File: config.mk
export PLATFORM = sky130hd
export DESIGN_NAME = acdl_loop
export DESIGN_NICKNAME = d
export VERILOG_FILES = /design/src/hdl/acdl_pkg.sv /design/src/hdl/acdl_tick_gen.sv /design/src/hdl/acdl_loop.sv
export SDC_FILE = /design/constraint.sdc
export NUM_CORES = 2
export LEC_CHECK = 0
export ABC_AREA = 1
export BUFFER_PORTS_ARGS = -buffer_cell sky130_fd_sc_hd__buf_2
export CAP_MARGIN = 40
export CELL_PAD_IN_SITES_DETAIL_PLACEMENT = 2
export CELL_PAD_IN_SITES_GLOBAL_PLACEMENT = 2
export CORE_UTILIZATION = 35
export CTS_CLUSTER_SIZE = 14
export DETAILED_ROUTE_END_ITERATION = 7
export GPL_ROUTABILITY_DRIVEN = 0
export PLACE_DENSITY_LB_ADDON = 0.1
export REMOVE_ABC_BUFFERS = 1
export SETUP_SLACK_MARGIN = 0.2
export SYNTH_ARGS = -nofsm -noshare
export SYNTH_HDL_FRONTEND = slang
export SYNTH_SLANG_ARGS = --single-unit
File: constraint.sdc
create_clock -name ref_clk -period 10.9 [get_ports ref_clk]
set_input_delay 2.18 -clock ref_clk [delete_from_list [all_inputs] [get_ports ref_clk]]
set_output_delay 2.18 -clock ref_clk [all_outputs]
set_load 0.05 [all_outputs]
File: src/hdl/acdl_pkg.sv
package acdl_pkg;

    ////////////////////////////////////////////////////////////////////////////
    // fixed-point format: seconds, signed, 32 fraction bits
    localparam int FIX_W = 64;
    localparam int FRAC_W = 32;
    typedef logic signed [FIX_W-1:0] acdl_fix_t;

    localparam int TAU_W = 5;
    localparam int POLL_W = 11;
    localparam int ADJ_SHIFT = 2;
    localparam int BUD_W = POLL_W - ADJ_SHIFT;
    localparam int DIV_CNT_W = 7;

    ////////////////////////////////////////////////////////////////////////////
    // clock and adjustment timing
    localparam int unsigned CLK_HZ = 25_000_000;
    localparam int unsigned ADJ_S = 4;
    localparam int unsigned ADJ_CYC = ADJ_S * CLK_HZ;

    ////////////////////////////////////////////////////////////////////////////
    // loop weights, as shift counts where a power of two
    localparam int KF_SHIFT = 22;
    localparam int KG_SHIFT = 8;
    localparam int KH_SHIFT = 13;
    localparam int KT_SHIFT = 14;
    localparam int KU_SHIFT = 6;
    localparam logic [TAU_W-1:0] KS_TAU = 5'h10;

    ////////////////////////////////////////////////////////////////////////////
    // reset values and divider step count
    localparam logic [TAU_W-1:0] TAU_RST = 5'h01;
    localparam logic [POLL_W-1:0] POLL_RST = 11'h040;
    localparam acdl_fix_t H_RST = 64'sh0000_0010_0000_0000;
    localparam logic [DIV_CNT_W-1:0] DIV_STEPS = 7'h40;

    typedef enum logic [2:0] {
        S_IDLE,
        S_FA,
        S_FB,
        S_G,
        S_TAU,
        S_H
    } acdl_state_t;

    typedef struct packed {
        acdl_fix_t freq_err;
        acdl_fix_t phase_err;
        acdl_fix_t compliance;
        logic [TAU_W-1:0] time_const;
        logic [POLL_W-1:0] poll_interval;
    } acdl_loop_t;

endpackage

File: src/hdl/acdl_tick_gen.sv
`timescale 1ns/1ns
`default_nettype none
module acdl_tick_gen #(
    parameter int unsigned CYC = acdl_pkg::ADJ_CYC
) (
    input wire logic ref_clk,
    input wire logic rst,
    output logic tick
);
    logic [31:0] cnt_ff;

    // one-cycle pulse every CYC clocks
    always_ff @(posedge ref_clk) begin
        if (rst) begin
            cnt_ff <= 32'h0;
            tick <= 1'b0;
        end else if (cnt_ff == CYC - 32'h1) begin
            cnt_ff <= 32'h0;
            tick <= 1'b1;
        end else begin
            cnt_ff <= cnt_ff + 32'h1;
            tick <= 1'b0;
        end
    end

endmodule
`default_nettype wire

File: src/hdl/acdl_loop.sv
// Notes on behaviour
// - phase slews per tick, never stepped
// - reset zeroes all; tau 1, mu Ku, h Ks
// - f += mu*Vs/tau^2; g = Vs/tau
// - errors use previous tau and mu
// - tau = max(Ks-|h|,1); poll = Ku*tau
// - h += (Kt*tau*Vs - h)/Kh, last
// - residual loads g, decays each tick within the budget
// - ticks per interval = mu/sigma
// - each update processed exactly once, in order
// - powers of two done by shifts
// - sigma 4s, Kf 2^22, Kg 2^8, etc
`timescale 1ns/1ns
`default_nettype none
module acdl_loop #(
    parameter int unsigned ADJ_CYC = acdl_pkg::ADJ_CYC
) (
    input wire logic ref_clk,
    input wire logic rst,
    input wire logic upd_valid,
    input wire acdl_pkg::acdl_fix_t upd_offset,
    output logic upd_ready,
    output acdl_pkg::acdl_loop_t loop_st,
    output acdl_pkg::acdl_fix_t clk_phase,
    output logic tick_applied
);
    ////////////////////////////////////////////////////////////////////////////
    function automatic acdl_pkg::acdl_fix_t fix_abs(input acdl_pkg::acdl_fix_t x);
        fix_abs = x[acdl_pkg::FIX_W-1] ? -x : x;
    endfunction

    function automatic acdl_pkg::acdl_fix_t to_fix(input logic [acdl_pkg::POLL_W-1:0] p);
        to_fix = {{(acdl_pkg::FIX_W - acdl_pkg::POLL_W){1'b0}}, p};
    endfunction

    ////////////////////////////////////////////////////////////////////////////
    acdl_pkg::acdl_state_t state_ff, nxt_state;
    acdl_pkg::acdl_fix_t vs_ff, f_ff, g_ff, h_ff, res_ff, phase_ff;
    logic [acdl_pkg::TAU_W-1:0] tau_ff;
    logic [acdl_pkg::POLL_W-1:0] poll_ff;
    logic [acdl_pkg::BUD_W-1:0] budget_ff;
    logic tick_pend_ff, tick_do_ff;
    logic [acdl_pkg::FIX_W-1:0] dq_ff;
    logic [acdl_pkg::TAU_W:0] drem_ff, trial;
    logic [acdl_pkg::DIV_CNT_W-1:0] dcnt_ff;
    logic dneg_ff, div_done, div_start, tick, upd_fire, tick_take;
    acdl_pkg::acdl_fix_t div_arg, quo, hint, h_term;
    logic [acdl_pkg::TAU_W-1:0] tau_new;

    acdl_tick_gen #(.CYC(ADJ_CYC)) u_tick (
        .ref_clk(ref_clk),
        .rst(rst),
        .tick(tick)
    );

    // tick has priority; an update waits in idle until it is done
    assign tick_take = (state_ff == acdl_pkg::S_IDLE) && tick_pend_ff;
    assign upd_ready = (state_ff == acdl_pkg::S_IDLE) && !tick_pend_ff;
    assign upd_fire = upd_valid && upd_ready;
    assign div_done = (dcnt_ff == '0);
    assign quo = dneg_ff ? -acdl_pkg::acdl_fix_t'(dq_ff) : acdl_pkg::acdl_fix_t'(dq_ff);
    assign trial = {drem_ff[acdl_pkg::TAU_W-1:0], dq_ff[acdl_pkg::FIX_W-1]};

    assign loop_st.freq_err = f_ff;
    assign loop_st.phase_err = g_ff;
    assign loop_st.compliance = h_ff;
    assign loop_st.time_const = tau_ff;
    assign loop_st.poll_interval = poll_ff;
    assign clk_phase = phase_ff;
    assign tick_applied = tick_do_ff;

    ////////////////////////////////////////////////////////////////////////////
    // sequencer
    always_comb begin
        nxt_state = state_ff;
        div_start = 1'b0;
        div_arg = '0;
        case (state_ff)
            acdl_pkg::S_IDLE: begin
                if (upd_fire) begin
                    div_start = 1'b1;
                    div_arg = upd_offset * to_fix(poll_ff);
                    nxt_state = acdl_pkg::S_FA;
                end
            end
            acdl_pkg::S_FA: begin
                if (div_done) begin
                    div_start = 1'b1;
                    div_arg = quo;
                    nxt_state = acdl_pkg::S_FB;
                end
            end
            acdl_pkg::S_FB: begin
                if (div_done) begin
                    div_start = 1'b1;
                    div_arg = vs_ff;
                    nxt_state = acdl_pkg::S_G;
                end
            end
            acdl_pkg::S_G: begin
                if (div_done) begin
                    nxt_state = acdl_pkg::S_TAU;
                end
            end
            acdl_pkg::S_TAU: nxt_state = acdl_pkg::S_H;
            acdl_pkg::S_H: nxt_state = acdl_pkg::S_IDLE;
            default: nxt_state = acdl_pkg::S_IDLE;
        endcase
    end

    always_ff @(posedge ref_clk) begin
        if (rst) begin
            state_ff <= acdl_pkg::S_IDLE;
        end else begin
            state_ff <= nxt_state;
        end
    end

    always_ff @(posedge ref_clk) begin
        if (rst) begin
            vs_ff <= '0;
        end else if (upd_fire) begin
            vs_ff <= upd_offset;
        end
    end

    ////////////////////////////////////////////////////////////////////////////
    // serial divider by the current time constant, truncating toward zero
    always_ff @(posedge ref_clk) begin
        if (rst) begin
            dq_ff <= '0;
            drem_ff <= '0;
            dcnt_ff <= '0;
            dneg_ff <= 1'b0;
        end else if (div_start) begin
            dq_ff <= fix_abs(div_arg);
            drem_ff <= '0;
            dcnt_ff <= acdl_pkg::DIV_STEPS;
            dneg_ff <= div_arg[acdl_pkg::FIX_W-1];
        end else if (!div_done) begin
            if (trial >= {1'b0, tau_ff}) begin
                drem_ff <= trial - {1'b0, tau_ff};
                dq_ff <= {dq_ff[acdl_pkg::FIX_W-2:0], 1'b1};
            end else begin
                drem_ff <= trial;
                dq_ff <= {dq_ff[acdl_pkg::FIX_W-2:0], 1'b0};
            end
            dcnt_ff <= dcnt_ff - 7'h01;
        end
    end

    ////////////////////////////////////////////////////////////////////////////
    // loop variables
    always_ff @(posedge ref_clk) begin
        if (rst) begin
            f_ff <= '0;
        end else if (state_ff == acdl_pkg::S_FB && div_done) begin
            f_ff <= f_ff + quo;
        end
    end

    always_ff @(posedge ref_clk) begin
        if (rst) begin
            g_ff <= '0;
        end else if (state_ff == acdl_pkg::S_G && div_done) begin
            g_ff <= quo;
        end
    end

    // integer part of |h|, compared with the compliance ceiling
    assign hint = fix_abs(h_ff) >>> acdl_pkg::FRAC_W;
    assign tau_new = (hint >= acdl_pkg::acdl_fix_t'(acdl_pkg::KS_TAU - 5'h01)) ?
        5'h01 : acdl_pkg::KS_TAU - hint[acdl_pkg::TAU_W-1:0];

    always_ff @(posedge ref_clk) begin
        if (rst) begin
            tau_ff <= acdl_pkg::TAU_RST;
            poll_ff <= acdl_pkg::POLL_RST;
        end else if (state_ff == acdl_pkg::S_TAU) begin
            tau_ff <= tau_new;
            poll_ff <= acdl_pkg::POLL_W'(tau_new) << acdl_pkg::KU_SHIFT;
        end
    end

    assign h_term = (vs_ff * to_fix(acdl_pkg::POLL_W'(tau_ff))) <<< acdl_pkg::KT_SHIFT;

    always_ff @(posedge ref_clk) begin
        if (rst) begin
            h_ff <= acdl_pkg::H_RST;
        end else if (state_ff == acdl_pkg::S_H) begin
            h_ff <= h_ff + ((h_term - h_ff) >>> acdl_pkg::KH_SHIFT);
        end
    end

    ////////////////////////////////////////////////////////////////////////////
    // adjustment ticks
    always_ff @(posedge ref_clk) begin
        if (rst) begin
            tick_pend_ff <= 1'b0;
        end else if (tick) begin
            tick_pend_ff <= 1'b1; // set wins over the clear
        end else if (tick_take) begin
            tick_pend_ff <= 1'b0;
        end
    end

    always_ff @(posedge ref_clk) begin
        if (rst) begin
            budget_ff <= '0;
        end else if (state_ff == acdl_pkg::S_H) begin
            budget_ff <= poll_ff[acdl_pkg::POLL_W-1:acdl_pkg::ADJ_SHIFT];
        end else if (tick_take && budget_ff != '0) begin
            budget_ff <= budget_ff - 9'h001;
        end
    end

    always_ff @(posedge ref_clk) begin
        if (rst) begin
            tick_do_ff <= 1'b0;
        end else begin
            tick_do_ff <= tick_take && budget_ff != '0;
        end
    end

    always_ff @(posedge ref_clk) begin
        if (rst) begin
            res_ff <= '0;
            phase_ff <= '0;
        end else if (state_ff == acdl_pkg::S_G && div_done) begin
            res_ff <= quo;
        end else if (tick_take && budget_ff != '0) begin
            phase_ff <= phase_ff + (res_ff >>> acdl_pkg::KG_SHIFT)
                + (f_ff >>> acdl_pkg::KF_SHIFT);
            res_ff <= res_ff - (res_ff >>> acdl_pkg::KG_SHIFT);
        end
    end
endmodule
`default_nettype wire

==> summary.md <==
| Metric | Value |
|---|---|
| Sink Count | 513 |
| HPWL after DPL | 263,000 um |
| Synth async-reset ratio | 0% |
| CP dominant cell by count | nand2_1 |
| Crit path capture type | register |
| CP arrival | 10,610 ps |
| Initial antenna violation count | 5 |
| Leakage power | 40.6 nW |
| Syn_area_per_cell | 6.28 um2 |
| Most common cell after layout, fill and taps aside | nand2_1 |
| Switch Pwr | 8.02 mW |
| Largest net degree at the start of global routing | 167 |
| Worst-path fanout max | 33 |
| Crit Reg-Reg Endpoint | h_ff[63]$_SDFFE_PP0P_ |
| # hold bufs at CTS | 0 |
| Setup crit end | h_ff[63]$_SDFFE_PP0P_ |
| Remaining Overflow, GRT | 0 |
| Initial Utilization | 35.3% |
| Ys flop type | dfxtp_1 |
| Post-Place Setup Slack | 1180 ps |
| Clock share of power | 18.6% |
| Seq cells post-synth | 513 |
| Final net count | 11,600 |
| Final core occ | 39.0% |
| Clock transition at the registers of the reported paths | 60 ps |
| Fin. Hold Viols | 0 |
| Worst Max-Slew Pin Slew | 980 ps |
| Crit path launch type | register |
| Routed wire length | 315,000 um |
| Crit path kind | reg2reg |
| Die area | 0.189 mm2 |
| Site Rows | 158 |
| Setup violators final | 0 |
| CTS buffer count | 74 |
| Initial DRC Count | 3,894 |
| Max Root-Sink Buffers | 3 |
| Relative slew margins | 34.7% |
| Reg-to-reg setup timing slack | 950 ps |
| RSZ-0062 raised after global routing | false |
| EDFF count, synth | 0 |
| Worst path required time | 11,560 ps |
| Clk root buf | clkbuf_16 |
| Sequential area share after synthesis | 15.6% |
| Synth Instances | 10,500 |
| PortBufs | 334 |
| FILL cells | 23,300 |
| Internal power | 6.39 mW |
| Layout area overhead | 10.5% |
| Clock Latency Late Sink | 730 ps |
| Remaining antenna violation count | 0 |
| Die Wd | 435 um |
| VDD IR max | 0.247 mV |
| Total of max-cap violations | 0 |
| Max H-tree Level | 3 |
| Critical Path Source | poll_ff[8]$_SDFFE_PP0P_ |
| Core Box Area | 0.186 mm2 |
| CTS tree | built |
| Via density | 5.46 |
| Placed cell areas | 0.0700 mm2 |
| Layout cell share with drive strength beyond 1 | 6.83% |
| Slew Limit Fails | 0 |
| GRT Total Usage | 32.5% |
| Syn. warnings | 0 |
| DRC | 0 |
| Switching part of the total | 55.6% |
| Worst r2r path cells | 42 |
| Vias | 72,100 |
| Reg power frac | 17.6% |
| Final period utilization | 91.2% |
| Comb power frac | 63.8% |
| Final Skew | 41.3 ps |
| Synth unique cells | 65 |
| Global-route wire length before repair | 479,000 um |
| Crit path largest cell delay | 630 ps |
| Worst Hold Class | reg2reg |
| Cell Area, Synth | 0.0657 mm2 |
| Slowest library cell on the worst path | dfxtp_4 |
| Final instance area | 0.0726 mm2 |
| Reg-to-reg critical path startpoint | poll_ff[8]$_SDFFE_PP0P_ |
| Status | finished clean |
| Power per Cell Area | 198 mW/mm2 |
| Vias in the first global route | 78,400 |
| Final min period | 9950 ps |
| Commonest non-fill, non-tap cells in the layout | nand2_1 (2,522), inv_1 (1,986), nor2_1 (1,063) |
| 1st-pass router iterations | 5 |
| Worst Slack Setup Final | 954 ps |
| Max Clock Freq | 0.101 GHz |
| Post-CTS Setup Repair Bufs | 0 |
| Setup TNS | 0 ps |
| Cts repair resizes | 0 |
| WL per Instance | 23.8 um |
| Top Ports | 341 |
| Die Height | 435 um |
flip-flops by register name, indices dropped and copies added, names as in the netlist, 9 cells and up:
signal	count
h_ff	64
budget_ff	9
f_ff	64
dq_ff	64
res_ff	64
u_tick.cnt_ff	32
vs_ff	64
g_ff	64
clk_phase	64
power groups by stage:
stage	registers [mW]	logic (mW)	clock network, mW
finish	2.54	9.19	2.69
global route	2.55	9.97	2.80
CTS	2.52	9.08	2.74
detailed placement	2.56	9.00	0
global placement	2.54	8.62	0
floorplan	2.50	5.82	0
final cells by class:
class	count	area [um2]	area share, %
antenna	1	2.50	0.00345
clock buffer	99	2160	2.97
clock inverter	34	472	0.649
inverter	2009	7550	10.4
multi-input combinational	7684	46800	64.5
sequential	513	10300	14.2
tap	2480	3100	4.27
timing repair buffer	390	2240	3.08
logic make-up (layout without fill, tap and decap cells):
group | Yosys count | after routing | share of synthesized area (%)
adder cells (fa/ha/maj) | 888 | 888 | 21.1
XOR/XNOR | 361 | 361 | 4.81
flip-flops | 513 | 513 | 15.6
buffers and inverters | 2277 | 2532 | 13.2
AO/OA/AOI/OAI | 1973 | 1973 | 16.9
other | 1 | 7 | 0.00571
AND/OR/NAND/NOR | 4456 | 4456 | 28.3
worst min path at each step:
stage / start / end / slack, ps / depth (start not counted)
after global routing: g_ff[59]$_SDFFE_PP0P_ / g_ff[59]$_SDFFE_PP0P_ / 480 / 2
after floorplan: u_tick.tick$_SDFF_PP0_ / tick_pend_ff$_SDFFE_PP0P_ / 410 / 2
final: vs_ff[61]$_SDFFE_PP0P_ / vs_ff[61]$_SDFFE_PP0P_ / 460 / 2
after CTS: vs_ff[61]$_SDFFE_PP0P_ / vs_ff[61]$_SDFFE_PP0P_ / 460 / 2
after global placement: vs_ff[61]$_SDFFE_PP0P_ / vs_ff[61]$_SDFFE_PP0P_ / 440 / 2
after detailed placement: vs_ff[61]$_SDFFE_PP0P_ / vs_ff[61]$_SDFFE_PP0P_ / 450 / 2
metrics by stage:
step	total power, mW	hold WS [ps]	instances
after detailed placement	11.6	452	13100
after floorplan	8.32	413	10200
after global routing	15.3	483	13200
final	14.4	457	13200
after CTS	14.3	461	13200
after global placement	11.2	443	13100
cells in the mapped netlist, types with 40 or more instances:
cell type / count / area (um2)
a21o_1: 42 / 315
a21oi_1: 824 / 4120
a22oi_1: 43 / 323
a31oi_1: 190 / 1190
clkbuf_1: 189 / 709
dfxtp_1: 513 / 10300
fa_1: 366 / 7330
ha_1: 522 / 6530
inv_1: 1988 / 7460
nand2_1: 2524 / 9470
nand2_2: 40 / 250
nand3_1: 431 / 2160
nand4_1: 70 / 438
nor2_1: 1066 / 4000
nor2_2: 46 / 288
nor3_1: 66 / 330
nor4_1: 41 / 257
o211ai_1: 74 / 556
o21a_1: 64 / 480
o21ai_0: 543 / 2720
xnor2_1: 145 / 1270
xor2_1: 216 / 1890
critical path, delay by kind of cell (launching register included):
| family | cells | cell delay [ps] |
|---|---|---|
| buf+inv | 6 | 490 |
| fa+ha+maj | 6 | 2800 |
| flops | 1 | 630 |
| simple gates | 14 | 1810 |
| compound gates | 15 | 3750 |
| xor+xnor | 1 | 350 |
per-layer routing:
| layer | vias up | routed length (um) | global-route usage, % |
|---|---|---|---|
| li1 | 33600 | - | - |
| met1 | 36500 | 144000 | 43.2 |
| met2 | 1525 | 146000 | 54.7 |
| met3 | 452 | 12400 | 2.74 |
| met4 | 2 | 12500 | 12.2 |
| met5 | - | 13 | 0 |
(Power assumes the default switching activity.)
